--- config.mk ---
export PLATFORM = sky130hd
export DESIGN_NAME = rc_setpoint_detector
export DESIGN_NICKNAME = d
export VERILOG_FILES = /design/src/hw/rc_setpoint_pkg.sv /design/src/hw/rc_setpoint_if.sv /design/src/hw/rc_setpoint_detector.sv /design/src/hw/interval_timer.sv
export SDC_FILE = /design/constraint.sdc
export NUM_CORES = 2
export LEC_CHECK = 0
export BUFFER_PORTS_ARGS = -buffer_cell sky130_fd_sc_hd__buf_4
export CAP_MARGIN = 10
export CORE_MARGIN = 2
export CORE_UTILIZATION = 60
export CTS_CLUSTER_SIZE = 28
export DETAILED_ROUTE_END_ITERATION = 8
export HOLD_SLACK_MARGIN = 0.03
export PLACE_DENSITY = 0.77
export SYNTH_ARGS = -nofsm -noshare
export SYNTH_HDL_FRONTEND = slang
export SYNTH_SLANG_ARGS = --single-unit
export TNS_END_PERCENT = 50
--- constraint.sdc ---
create_clock -name clk_i -period 8.89 [get_ports clk_i]
set_clock_uncertainty 0.1 [all_clocks]
set_input_delay 0.4445 -clock clk_i [delete_from_list [all_inputs] [get_ports clk_i]]
set_output_delay 0.4445 -clock clk_i [all_outputs]
set_load 0.02 [all_outputs]
--- src/hw/rc_setpoint_pkg.sv ---
/*
  Shared constants and types for the RC setpoint detector.
  Assumes a 10 MHz system clock and an external ADC that reports pin samples.
*/
package rc_setpoint_pkg;
  localparam int unsigned clk_hz = 10000000;
  // Charge duration default in microseconds
  localparam int unsigned charge_duration_us = 50;
  localparam int unsigned charge_cycles = (charge_duration_us * (clk_hz / 1000000));
  // Timeout default in microseconds
  localparam int unsigned discharge_timeout_us = 4000;
  localparam int unsigned timeout_cycles = (discharge_timeout_us * (clk_hz / 1000000));
  localparam int unsigned entry_count = 16;
  localparam int unsigned group_size = 4;
  localparam int unsigned time_w = 16;
  localparam int unsigned adc_w = 12;
  localparam int unsigned cur_w = 16;
  localparam int unsigned idx_w = 4;
  localparam int unsigned grp_w = 2;
  // Wishbone offsets
  localparam logic [7:0] ctrl_addr = 8'h00;
  localparam logic [7:0] status_addr = 8'h04;
  localparam logic [7:0] level_addr = 8'h08;
  localparam logic [7:0] charge_addr = 8'h0C;
  localparam logic [7:0] timeout_addr = 8'h10;
  localparam logic [7:0] result_addr = 8'h14;
  localparam logic [7:0] thr_base_addr = 8'h40;
  localparam logic [7:0] cur_base_addr = 8'h80;
  // Field positions
  localparam int unsigned ctrl_start_bit = 0;
  localparam int unsigned st_busy_bit = 0;
  localparam int unsigned st_done_bit = 1;
  localparam int unsigned st_timeout_bit = 2;
  // Reset values
  localparam logic [adc_w-1:0] level_reset = 12'h1F1;
  localparam logic [time_w-1:0] thr_step_reset = 16'h0100;
  localparam logic [cur_w-1:0] cur_reset = 16'h0000;
  typedef enum logic [2:0] {st_idle, st_charge, st_discharge, st_compare, st_done} seq_state_t;
endpackage

--- src/hw/rc_setpoint_if.sv ---
/*
  Timer interface between the sequencer and its interval timer.
  Assumes one clock domain.
*/
interface interval_timer_if;
  logic clear;
  logic run;
  logic [15:0] count;
  modport ctl(output clear, output run, input count);
  modport tmr(input clear, input run, output count);
endinterface

--- src/hw/rc_setpoint_detector.sv ---
/*
  Setpoint detector: charges the setpoint capacitor, times its discharge,
  matches the time against 16 thresholds and outputs a reference current.
  Assumes the ADC delivers samples with adc_valid_i and a Wishbone master.
*/
// Design decisions made here: the register addresses and the Wishbone slave port.
module rc_setpoint_detector
  import rc_setpoint_pkg::*;
(
  input wire logic clk_i,
  input wire logic rst_i,
  input wire logic startup_i,
  input wire logic open_recover_i,
  input wire logic adc_valid_i,
  input wire logic [adc_w-1:0] adc_data_i,
  output logic pin_o,
  output logic pin_oe_o,
  output logic charge_sw_o,
  output logic adc_req_o,
  output logic serial_en_o,
  output logic [cur_w-1:0] ref_current_o,
  output logic [grp_w-1:0] ref_group_o,
  output logic ref_valid_o,
  input wire logic wb_cyc_i,
  input wire logic wb_stb_i,
  input wire logic wb_we_i,
  input wire logic [7:0] wb_adr_i,
  input wire logic [3:0] wb_sel_i,
  input wire logic [31:0] wb_dat_i,
  output logic [31:0] wb_dat_o,
  output logic wb_ack_o
);
  seq_state_t state;
  logic [adc_w-1:0] level;
  logic [time_w-1:0] charge_len;
  logic [time_w-1:0] timeout_len;
  logic [time_w-1:0] thr [entry_count];
  logic [cur_w-1:0] cur [entry_count];
  logic [time_w-1:0] measured;
  logic [idx_w-1:0] sel_idx;
  logic timed_out;
  logic done_flag;
  logic sw_start;
  logic wr;
  logic [time_w-1:0] charge_seen;
  interval_timer_if tif();

  interval_timer u_timer (
    .clk_i(clk_i),
    .rst_i(rst_i),
    .tif(tif)
  );

  // First index whose threshold exceeds the time; last entry if none
  function automatic logic [idx_w-1:0] pick(input logic [time_w-1:0] t, input logic [time_w-1:0] th [entry_count]);
    logic [idx_w-1:0] r;
    logic found;
    r = 4'hF;
    found = 1'b0;
    for (int i = 0; i < entry_count; i++)
    begin
      if (!found && th[i] > t)
      begin
        r = idx_w'(i);
        found = 1'b1;
      end
    end
    return r;
  endfunction

  // ********************************
  // Register bus
  // ********************************
  assign wr = wb_cyc_i && wb_stb_i && wb_we_i && wb_ack_o && wb_sel_i[0];

  always_ff @(posedge clk_i)
  begin
    if (rst_i)
      wb_ack_o <= 1'b0;
    else
      wb_ack_o <= wb_cyc_i && wb_stb_i && !wb_ack_o;
  end

  always_ff @(posedge clk_i)
  begin
    if (rst_i)
    begin
      level <= level_reset;
      charge_len <= time_w'(charge_cycles);
      timeout_len <= time_w'(timeout_cycles);
      for (int i = 0; i < entry_count; i++)
      begin
        thr[i] <= thr_step_reset * time_w'(i + 1);
        cur[i] <= cur_reset;
      end
    end
    else if (wr)
    begin
      if (wb_adr_i == level_addr)
        level <= wb_dat_i[adc_w-1:0];
      if (wb_adr_i == charge_addr)
        charge_len <= wb_dat_i[time_w-1:0];
      if (wb_adr_i == timeout_addr)
        timeout_len <= wb_dat_i[time_w-1:0];
      // Threshold words at 0x40..0x7C, currents at 0x80..0xBC
      if (wb_adr_i[7:6] == 2'b01)
        thr[wb_adr_i[5:2]] <= wb_dat_i[time_w-1:0];
      if (wb_adr_i[7:6] == 2'b10)
        cur[wb_adr_i[5:2]] <= wb_dat_i[cur_w-1:0];
    end
  end

  assign sw_start = wr && wb_adr_i == ctrl_addr && wb_dat_i[ctrl_start_bit];

  always_ff @(posedge clk_i)
  begin
    if (rst_i)
      wb_dat_o <= 32'h00000000;
    else
    begin
      wb_dat_o <= 32'h00000000;
      if (wb_adr_i == status_addr)
        wb_dat_o <= {29'h0, timed_out, done_flag, state != st_idle && state != st_done};
      else if (wb_adr_i == level_addr)
        wb_dat_o <= {20'h0, level};
      else if (wb_adr_i == charge_addr)
        wb_dat_o <= {16'h0, charge_len};
      else if (wb_adr_i == timeout_addr)
        wb_dat_o <= {16'h0, timeout_len};
      else if (wb_adr_i == result_addr)
        wb_dat_o <= {10'h0, ref_group_o, sel_idx, measured};
      else if (wb_adr_i[7:6] == 2'b01)
        wb_dat_o <= {16'h0, thr[wb_adr_i[5:2]]};
      else if (wb_adr_i[7:6] == 2'b10)
        wb_dat_o <= {16'h0, cur[wb_adr_i[5:2]]};
    end
  end

  // ********************************
  // Sequencer
  // ********************************
  always_ff @(posedge clk_i)
  begin
    if (rst_i)
      state <= st_idle;
    else
      unique case (state)
        st_idle, st_done:
          if (startup_i || open_recover_i || sw_start)
            state <= st_charge;
        st_charge:
          if (tif.count >= charge_len - 16'h0001)
            state <= st_discharge;
        st_discharge:
          if ((adc_valid_i && adc_data_i < level) || tif.count >= timeout_len)
            state <= st_compare;
        st_compare:
          state <= st_done;
      endcase
  end

  assign tif.clear = (state == st_charge && tif.count >= charge_len - 16'h0001) || state == st_idle ||
                     state == st_done;
  assign tif.run = state == st_charge || state == st_discharge;

  always_ff @(posedge clk_i)
  begin
    if (rst_i)
    begin
      measured <= '0;
      timed_out <= 1'b0;
    end
    else if (state == st_discharge)
    begin
      measured <= tif.count;
      timed_out <= !(adc_valid_i && adc_data_i < level) && tif.count >= timeout_len;
    end
  end

  always_ff @(posedge clk_i)
  begin
    if (rst_i)
    begin
      sel_idx <= 4'hF;
      done_flag <= 1'b0;
    end
    else if (state == st_compare)
    begin
      sel_idx <= timed_out ? 4'hF : pick(measured, thr);
      done_flag <= 1'b1;
    end
    else if (state == st_charge)
      done_flag <= 1'b0;
  end

  always_ff @(posedge clk_i)
  begin
    if (rst_i)
      ref_current_o <= cur_reset;
    else
      ref_current_o <= cur[sel_idx];
  end

  assign ref_group_o = sel_idx[idx_w-1:idx_w-grp_w];
  assign ref_valid_o = state == st_done;

  // ********************************
  // Pin control
  // ********************************
  // pin high with switch closed
  assign charge_sw_o = state == st_charge;
  assign pin_o = state == st_charge;
  assign pin_oe_o = state == st_charge;
  assign adc_req_o = state == st_discharge;
  assign serial_en_o = state == st_done;

  // ********************************
  // Checks
  // ********************************
  always_ff @(posedge clk_i)
    charge_seen <= (rst_i || !charge_sw_o) ? '0 : charge_seen + 16'h0001;
  property p_serial_off;
    @(posedge clk_i) disable iff (rst_i) (state == st_charge || state == st_discharge) |-> !serial_en_o;
  endproperty
  a_serial_off: assert property (p_serial_off) else $error("serial active while measuring");

  property p_trigger;
    @(posedge clk_i) disable iff (rst_i) ((state == st_idle || state == st_done) && (startup_i || open_recover_i))
      |=> state == st_charge;
  endproperty
  a_trigger: assert property (p_trigger) else $error("trigger did not start detection");
  property p_charge_pin;
    @(posedge clk_i) disable iff (rst_i) charge_sw_o |-> (pin_o && pin_oe_o);
  endproperty
  a_charge_pin: assert property (p_charge_pin) else $error("charge without pin high");
  property p_charge_len;
    @(posedge clk_i) disable iff (rst_i) $fell(charge_sw_o) |-> charge_seen == charge_len;
  endproperty
  a_charge_len: assert property (p_charge_len) else $error("charge length differs from setting");

  property p_adc_disch;
    @(posedge clk_i) disable iff (rst_i) $fell(charge_sw_o) |-> adc_req_o && tif.count == 16'h0000;
  endproperty
  a_adc_disch: assert property (p_adc_disch) else $error("discharge timer not restarted");

  property p_cross;
    @(posedge clk_i) disable iff (rst_i) (state == st_discharge && adc_valid_i && adc_data_i < level)
      |=> state == st_compare && measured == $past(tif.count);
  endproperty
  a_cross: assert property (p_cross) else $error("crossing not latched");

  property p_timeout;
    @(posedge clk_i) disable iff (rst_i) (state == st_compare && timed_out) |=> sel_idx == 4'hF;
  endproperty
  a_timeout: assert property (p_timeout) else $error("timeout did not pick last entry");

  property p_pick;
    @(posedge clk_i) disable iff (rst_i) (state == st_compare && !timed_out)
      |=> (sel_idx == 4'hF || thr[sel_idx] > measured) && (sel_idx == 4'h0 || thr[sel_idx - 4'h1] <= measured);
  endproperty
  a_pick: assert property (p_pick) else $error("selected threshold not above time");

  property p_cur;
    @(posedge clk_i) disable iff (rst_i) ref_valid_o |=> ref_current_o == $past(cur[sel_idx]);
  endproperty
  a_cur: assert property (p_cur) else $error("reference current mismatch");

  property p_release;
    @(posedge clk_i) disable iff (rst_i) serial_en_o |-> !pin_oe_o;
  endproperty
  a_release: assert property (p_release) else $error("pin driven in serial mode");

  property p_group;
    @(posedge clk_i) disable iff (rst_i) ref_group_o == sel_idx[3:2];
  endproperty
  a_group: assert property (p_group) else $error("group mismatch");
endmodule // rc_setpoint_detector

--- src/hw/interval_timer.sv ---
/*
  Saturating interval counter used for charge and discharge timing.
  Assumes synchronous active-high reset.
*/
module interval_timer
  import rc_setpoint_pkg::*;
(
  input wire logic clk_i,
  input wire logic rst_i,
  interval_timer_if.tmr tif
);
  always_ff @(posedge clk_i)
  begin
    if (rst_i || tif.clear)
      tif.count <= '0;
    else if (tif.run && tif.count != 16'hFFFF)
      tif.count <= tif.count + 16'h0001;
  end
endmodule // interval_timer

Yosys cells after proc, flatten, opt, wreduce, memory -nomap -nowiden --
Memories as Yosys holds them, arrays and structs flattened. A register that Yosys moved wholly into a read port is not among the register bits. Cells that the tools add are included.
Cells by class: reductions and logical operators 67, muxes and demuxes 90, add/sub/neg operators 2, bitwise logic cells 1, $lt $le $gt $ge 21, equal/unequal tests 16
Operator list (number):
- $bwmux W256 | 1
- $gt A16 B16 Y1 | 16
- $mux W16 | 8
- $mux W4 | 18
- $bmux W16 S4 | 1
- $demux W16 S4 | 1
- $mux W1 | 54
- $ge A16 B16 Y1 | 2
- $logic_and A1 B1 Y1 | 28
- $mux W22 | 1
- $logic_not A1 Y1 | 17
- $add A16 B1 Y16 const B | 1
- $eq A8 B4 Y1 const B | 2
- $eq A8 B5 Y1 const B | 2
- $ne A16 B16 Y1 const B | 1
- $reduce_or A16 Y1 | 1
- $sub A16 B1 Y16 const B | 1
- $lt A12 B12 Y1 | 1
- $mux W12 | 1
- $mux W3 | 4
- $pmux W3 S4 | 1
- $eq A8 B3 Y1 const B | 1
- $logic_not A8 Y1 | 1
- $reduce_and A2 Y1 | 4
- other kinds (20) | 29
Word-level totals: memories kept 1, RAM bits 256, flip-flop bits (word level) 374, input bits 64, output and inout bits 57
Memories:
- cur | words 16, width 16, rd ports 2, clocked after Yosys merged registers in 1, write ports 16, RTL line rc_setpoint_detector.sv:38 | logic [cur_w-1:0] cur [entry_count];

Longest topological paths before layout --
depth in word-level cells 78, mapped depth 15, mapped depth without buffers 14

Hierarchy --
From an unflattened synthesis, not the netlist that was laid out.
Unflattened totals: cell total of the unflattened synthesis 3508, area, all modules 36152.2 µm²
By module, submodules not included:
- rc_setpoint_detector | area an instance 35305.1 µm², cells an instance 3413, sequential area each 14934.3 µm², times used 1
- interval_timer | area an instance 847.1 µm², cells an instance 95, sequential area each 320.3 µm², times used 1

Least setup slack after synthesis --
Ideal clock, no wire load.
path type flip-flop to flip-flop, start register charge_len[2], end register u_timer.tif.count[10], data arrival time 3.235 ns, library setup time 0.065 ns, stages on the path, launching flop included 16, data required time 8.725 ns, path slack 5.489 ns, path buffers 1, cells stage by stage dfxtp_1 or4_1 nor2_1 nand2_1 nor3_1 nand2b_1 nor4_1 xnor2_1 ha_1 a21o_1 a21o_1 a21oi_1 o21ai_1 a211o_1 clkbuf_1 nor2_1
On the way: word-level cells in the longest chain between the ends 6
RTL lines:
- from (decl) | RTL line rc_setpoint_detector.sv:35 | logic [time_w-1:0] charge_len;
- from (signal assigned) | RTL line rc_setpoint_detector.sv:89 | charge_len <= time_w'(charge_cycles);
- from (signal assigned) | RTL line rc_setpoint_detector.sv:102 | charge_len <= wb_dat_i[time_w-1:0];
- $sub A16 B1 Y16 | RTL line rc_setpoint_detector.sv:162 | assign tif.clear = (state == st_charge && tif.count >= charge_len - 16'h0001) || state == st_idle ||
- $ge A16 B16 Y1 | RTL line rc_setpoint_detector.sv:162
- $logic_and A1 B1 Y1 | RTL line rc_setpoint_detector.sv:162
- $logic_or A1 B1 Y1 (2 in a row) | RTL line rc_setpoint_detector.sv:162
- $logic_or A1 B1 Y1 | RTL line interval_timer.sv:14 | if (rst_i || tif.clear)
- to (signal assigned) | RTL line interval_timer.sv:17 | tif.count <= tif.count + 16'h0001;
- to (decl) | RTL line rc_setpoint_if.sv:10 | modport tmr(input clear, input run, output count);
Every way passes these cells. A chain may end at the register's enable or synchronous reset.

Worst setup path in the final report --
start register measured[9], end register sel_idx[0]
On the way: word-level cells in the longest chain between the ends 78, elaborated cells between the ends (all ways) 108, classes of those cells order compare (16); mux (62); reduce/logical (30)
RTL lines:
- from (decl) | RTL line rc_setpoint_detector.sv:39 | logic [time_w-1:0] measured;
- from (signal assigned) | RTL line rc_setpoint_detector.sv:175 | measured <= tif.count;
- $gt A16 B16 Y1 | RTL line rc_setpoint_detector.sv:62 | if (!found && th[i] > t)
- $mux W1 | RTL line rc_setpoint_detector.sv:62
- $mux W1 | RTL line rc_setpoint_detector.sv:187 | else if (state == st_compare)
- $mux W1 | RTL line rc_setpoint_detector.sv:182 | if (rst_i)
- $logic_not A1 Y1 | RTL line rc_setpoint_detector.sv:62
- $logic_and A1 B1 Y1 | RTL line rc_setpoint_detector.sv:62
- $mux W1 | RTL line rc_setpoint_detector.sv:62
- $mux W1 | RTL line rc_setpoint_detector.sv:187
- [62 not listed]
- $logic_and A1 B1 Y1 | RTL line rc_setpoint_detector.sv:62
- $mux W1 | RTL line rc_setpoint_detector.sv:62
- $mux W1 | RTL line rc_setpoint_detector.sv:187
- $mux W1 | RTL line rc_setpoint_detector.sv:182
- $logic_not A1 Y1 | RTL line rc_setpoint_detector.sv:62
- $logic_and A1 B1 Y1 | RTL line rc_setpoint_detector.sv:62
- $mux W4 (*) | RTL line rc_setpoint_detector.sv:62
- $mux W4 (*) | RTL line rc_setpoint_detector.sv:189 | sel_idx <= timed_out ? 4'hF : pick(measured, thr);
- to (signal assigned) | RTL line rc_setpoint_detector.sv:189
- to (decl) | RTL line rc_setpoint_detector.sv:40 | logic [idx_w-1:0] sel_idx;
Every way passes the cells marked *; elsewhere a longest branch is shown, timed or not. The select of a mux whose other input is x is not followed.

==> results.sh <==
export IMPL_h_tree_depth=3
export IMPL_ys_ff_latch=634
export IMPL_worstSetupPathType="flop to flop"
export IMPL_syn2layout_area_growth_pct=9.22
export IMPL_syn_inst=3426
export IMPL_antenna_left=0
export IMPL_die_width_um=248
export IMPL_track_usage_pct=37.5
export IMPL_port_buffers=91
export IMPL_yosysTopAreaCellShare_pct=21.5
export IMPL_run_status="finished clean"
export IMPL_hold_path_class="input pin to flop"
export IMPL_rsz0062_at_grt="false"
export IMPL_hold_viol=0
export IMPL_slew_headroom_pct=14.4
export IMPL_design_area_sq_um=39000
export IMPL_synth_top_cells_by_count="nand2_1, dfxtp_1, a21oi_1"
export IMPL_slew_viol_final=0
export IMPL_finalSetupViolations=0
export IMPL_drt_wirelength_per_cell_um=27.2
export IMPL_synth_top_area_cell="edfxtp_1"
export IMPL_clk_pin_slew_ns=0.07
export IMPL_dpl_instance_area_sq_um=36700
export IMPL_clkLatencyLatePin_ns=0.63
export IMPL_fmax_mhz=251
export IMPL_wl_um=115000
export IMPL_leakagePower_nw=14.8
export IMPL_core_sq_um=58900
export IMPL_die_area_sq_um=61500
export IMPL_synthDistinctLibCells=76
export IMPL_ys_flop_type="dfxtp_1"
export IMPL_route_detailed_drc=0
export IMPL_yosys_top_cells_area="edfxtp_1, dfxtp_1, mux4_2, ha_1, nand2_1"
export IMPL_grt_first_pass_wirelength_um=171000
export IMPL_cts_path_max_buffers=3
export IMPL_firstDrtPassIters=6
export IMPL_cts_tree="built"
export IMPL_arrival_ns=4.41
export IMPL_cts_buffers=70
export IMPL_cts_sinks=634
export IMPL_final_core_util_pct=66.2
export IMPL_ys_warn_count=0
export IMPL_rows=89
export IMPL_cp_required_ns=9.32
export IMPL_first_global_vias=27982
export IMPL_cp_end_kind="flop"
export IMPL_vias=28835
export IMPL_cp_max_fo=15
export IMPL_cts_setup_buffers=0
export IMPL_drive_above_1_share_pct=15.0
export IMPL_crit_path_start_kind="flop"
export IMPL_final_setup_tns_ns=0
export IMPL_power_density_nw_per_um2=163
export IMPL_grt_max_degree=180
export IMPL_ys_async_sr_fraction_pct=0
export IMPL_globalplace_congestion=0.978
export IMPL_ys_seq_area_share_pct=42.7
export IMPL_yosys_cell_count_top_type="nand2_1"
export IMPL_syn_avg_cell_area_sq_um=10.4
export IMPL_dr_first_iter_drc_count=4073
export IMPL_fin_crit_sh_pct=44.8
export IMPL_antenna_found_initial=12
export IMPL_boundaryPins=121
export IMPL_final_nets=3751
export IMPL_dp_final_hpwl_um=76700
export IMPL_worst_pin_slew_ns=1.28
export IMPL_max_vdd_ir_drop_mv=0.146
export IMPL_ff2ff_setup_slack_ns=4.91
export IMPL_syn_area_sq_um=35700
export IMPL_root_buffer="clkbuf_16"
export IMPL_vias_per_cell=6.81
export IMPL_grt_overflow_total=0
export IMPL_dieHeight_um=248
export IMPL_synth_edff_count=256
export IMPL_maxCapViolations=0
export IMPL_start_util_pct=60.6
export IMPL_hold_ws_ns=0.121
export IMPL_fin_crit_ns=3.98
==> cell families after synthesis <==
| group | after synthesis | share of synthesized area [%] |
|---|---|---|
| compound gates | 582 | 9.69 |
| xor+xnor | 28 | 0.687 |
| fa+ha+maj | 285 | 9.98 |
| buf+inv | 321 | 3.83 |
| flops | 634 | 42.7 |
| mux | 256 | 15.6 |
| other cells | 1 | 0.0105 |
| simple gates | 1319 | 17.5 |
==> layer usage <==
layer	vias up	routed length, um	GRT usage [%]
met4	14	6800	19.9
met5	-	87	0
met1	14023	41000	47.8
li1	12369	-	-
met2	2039	51700	58.0
met3	390	15500	10.8
==> power breakdown <==
part           internal, W  switching, W  leakage, nW
clock              0.00166       0.00122         1.11
sequential         0.00306     0.0000226         5.72
combinational     0.000134      0.000259         7.96
total              0.00486       0.00150         14.8
==> flip-flops by register name, indices dropped and copies added (netlist names) <==
register           count
sel_idx                4
done_flag              1
state                  3
level                 12
timed_out              1
wb_dat_o              20
measured              16
timeout_len           16
charge_len            16
wb_ack_o               1
thr                  256
u_timer.tif.count     16
ref_current_o         16
cur                  256
==> final cells by class <==
class	count	area, sq um
multi-input combinational	2480	19100
clock buffer	101	2050
inverter	75	282
antenna	4	10.0
fill	4328	19900
sequential	634	15300
tap	773	967
timing repair buffer	141	1100
clock inverter	24	196
==> worst paths after layout <==
| kind | start | end | cells after the start |
|---|---|---|---|
| worst max-delay path | measured[9]$_SDFFE_PP0P_ | sel_idx[0]$_SDFFE_PP1P_ | 11 |
| worst min-delay path | startup_i | state[2]$_SDFFE_PP0P_ | 4 |
| worst max register to register | measured[9]$_SDFFE_PP0P_ | sel_idx[0]$_SDFFE_PP1P_ | 11 |
| worst min register to register | wb_ack_o$_SDFF_PP0_ | wb_ack_o$_SDFF_PP0_ | 1 |
==> critical path, stage by stage, from the launching register on <==
cell	delay, ns
dfxtp_1	0.33
inv_1	0.73
ha_1	0.42
a211oi_1	0.23
o21bai_1	0.14
a21o_1	0.20
a2111o_1	0.43
nand2_1	0.16
nor2_1	0.06
a211oi_1	0.52
o211ai_1	0.27
a211oi_1	0.31
==> metrics by stage <==
stage                     std cells  setup WS (ns)  total power (W)
after floorplan                3435           5.49          0.00338
after global placement         4097           4.76          0.00351
after detailed placement       4097           4.67          0.00352
after CTS                      4224           4.95          0.00635
after global routing           4228           4.64          0.00649
final                          4232           4.91          0.00636
==> cell usage in the layout (no fill, tap or decap), types with 20 or more instances in the layout <==
| master | instances |
|---|---|
| nand2_1 | 684 |
| dfxtp_1 | 376 |
| a21oi_1 | 349 |
| ha_1 | 285 |
| edfxtp_1 | 256 |
| and2_1 | 245 |
| mux4_2 | 240 |
| buf_4 | 133 |
| nor2_1 | 108 |
| nand3_1 | 75 |
| inv_1 | 74 |
| clkbuf_16 | 72 |
| o21ai_0 | 43 |
| nand4_1 | 43 |
| nor2b_1 | 38 |
| a22oi_1 | 28 |
| a21o_1 | 28 |
| and3_1 | 26 |
| nor3_1 | 26 |
| o211ai_1 | 20 |
==> repair_timing <==
item                      4_1_cts  5_1_grt
hold endpoints to repair        1        0
hold buffers                    2        0
resized for setup               0        0
No activity file was read; power rests on OpenSTA's default activity.
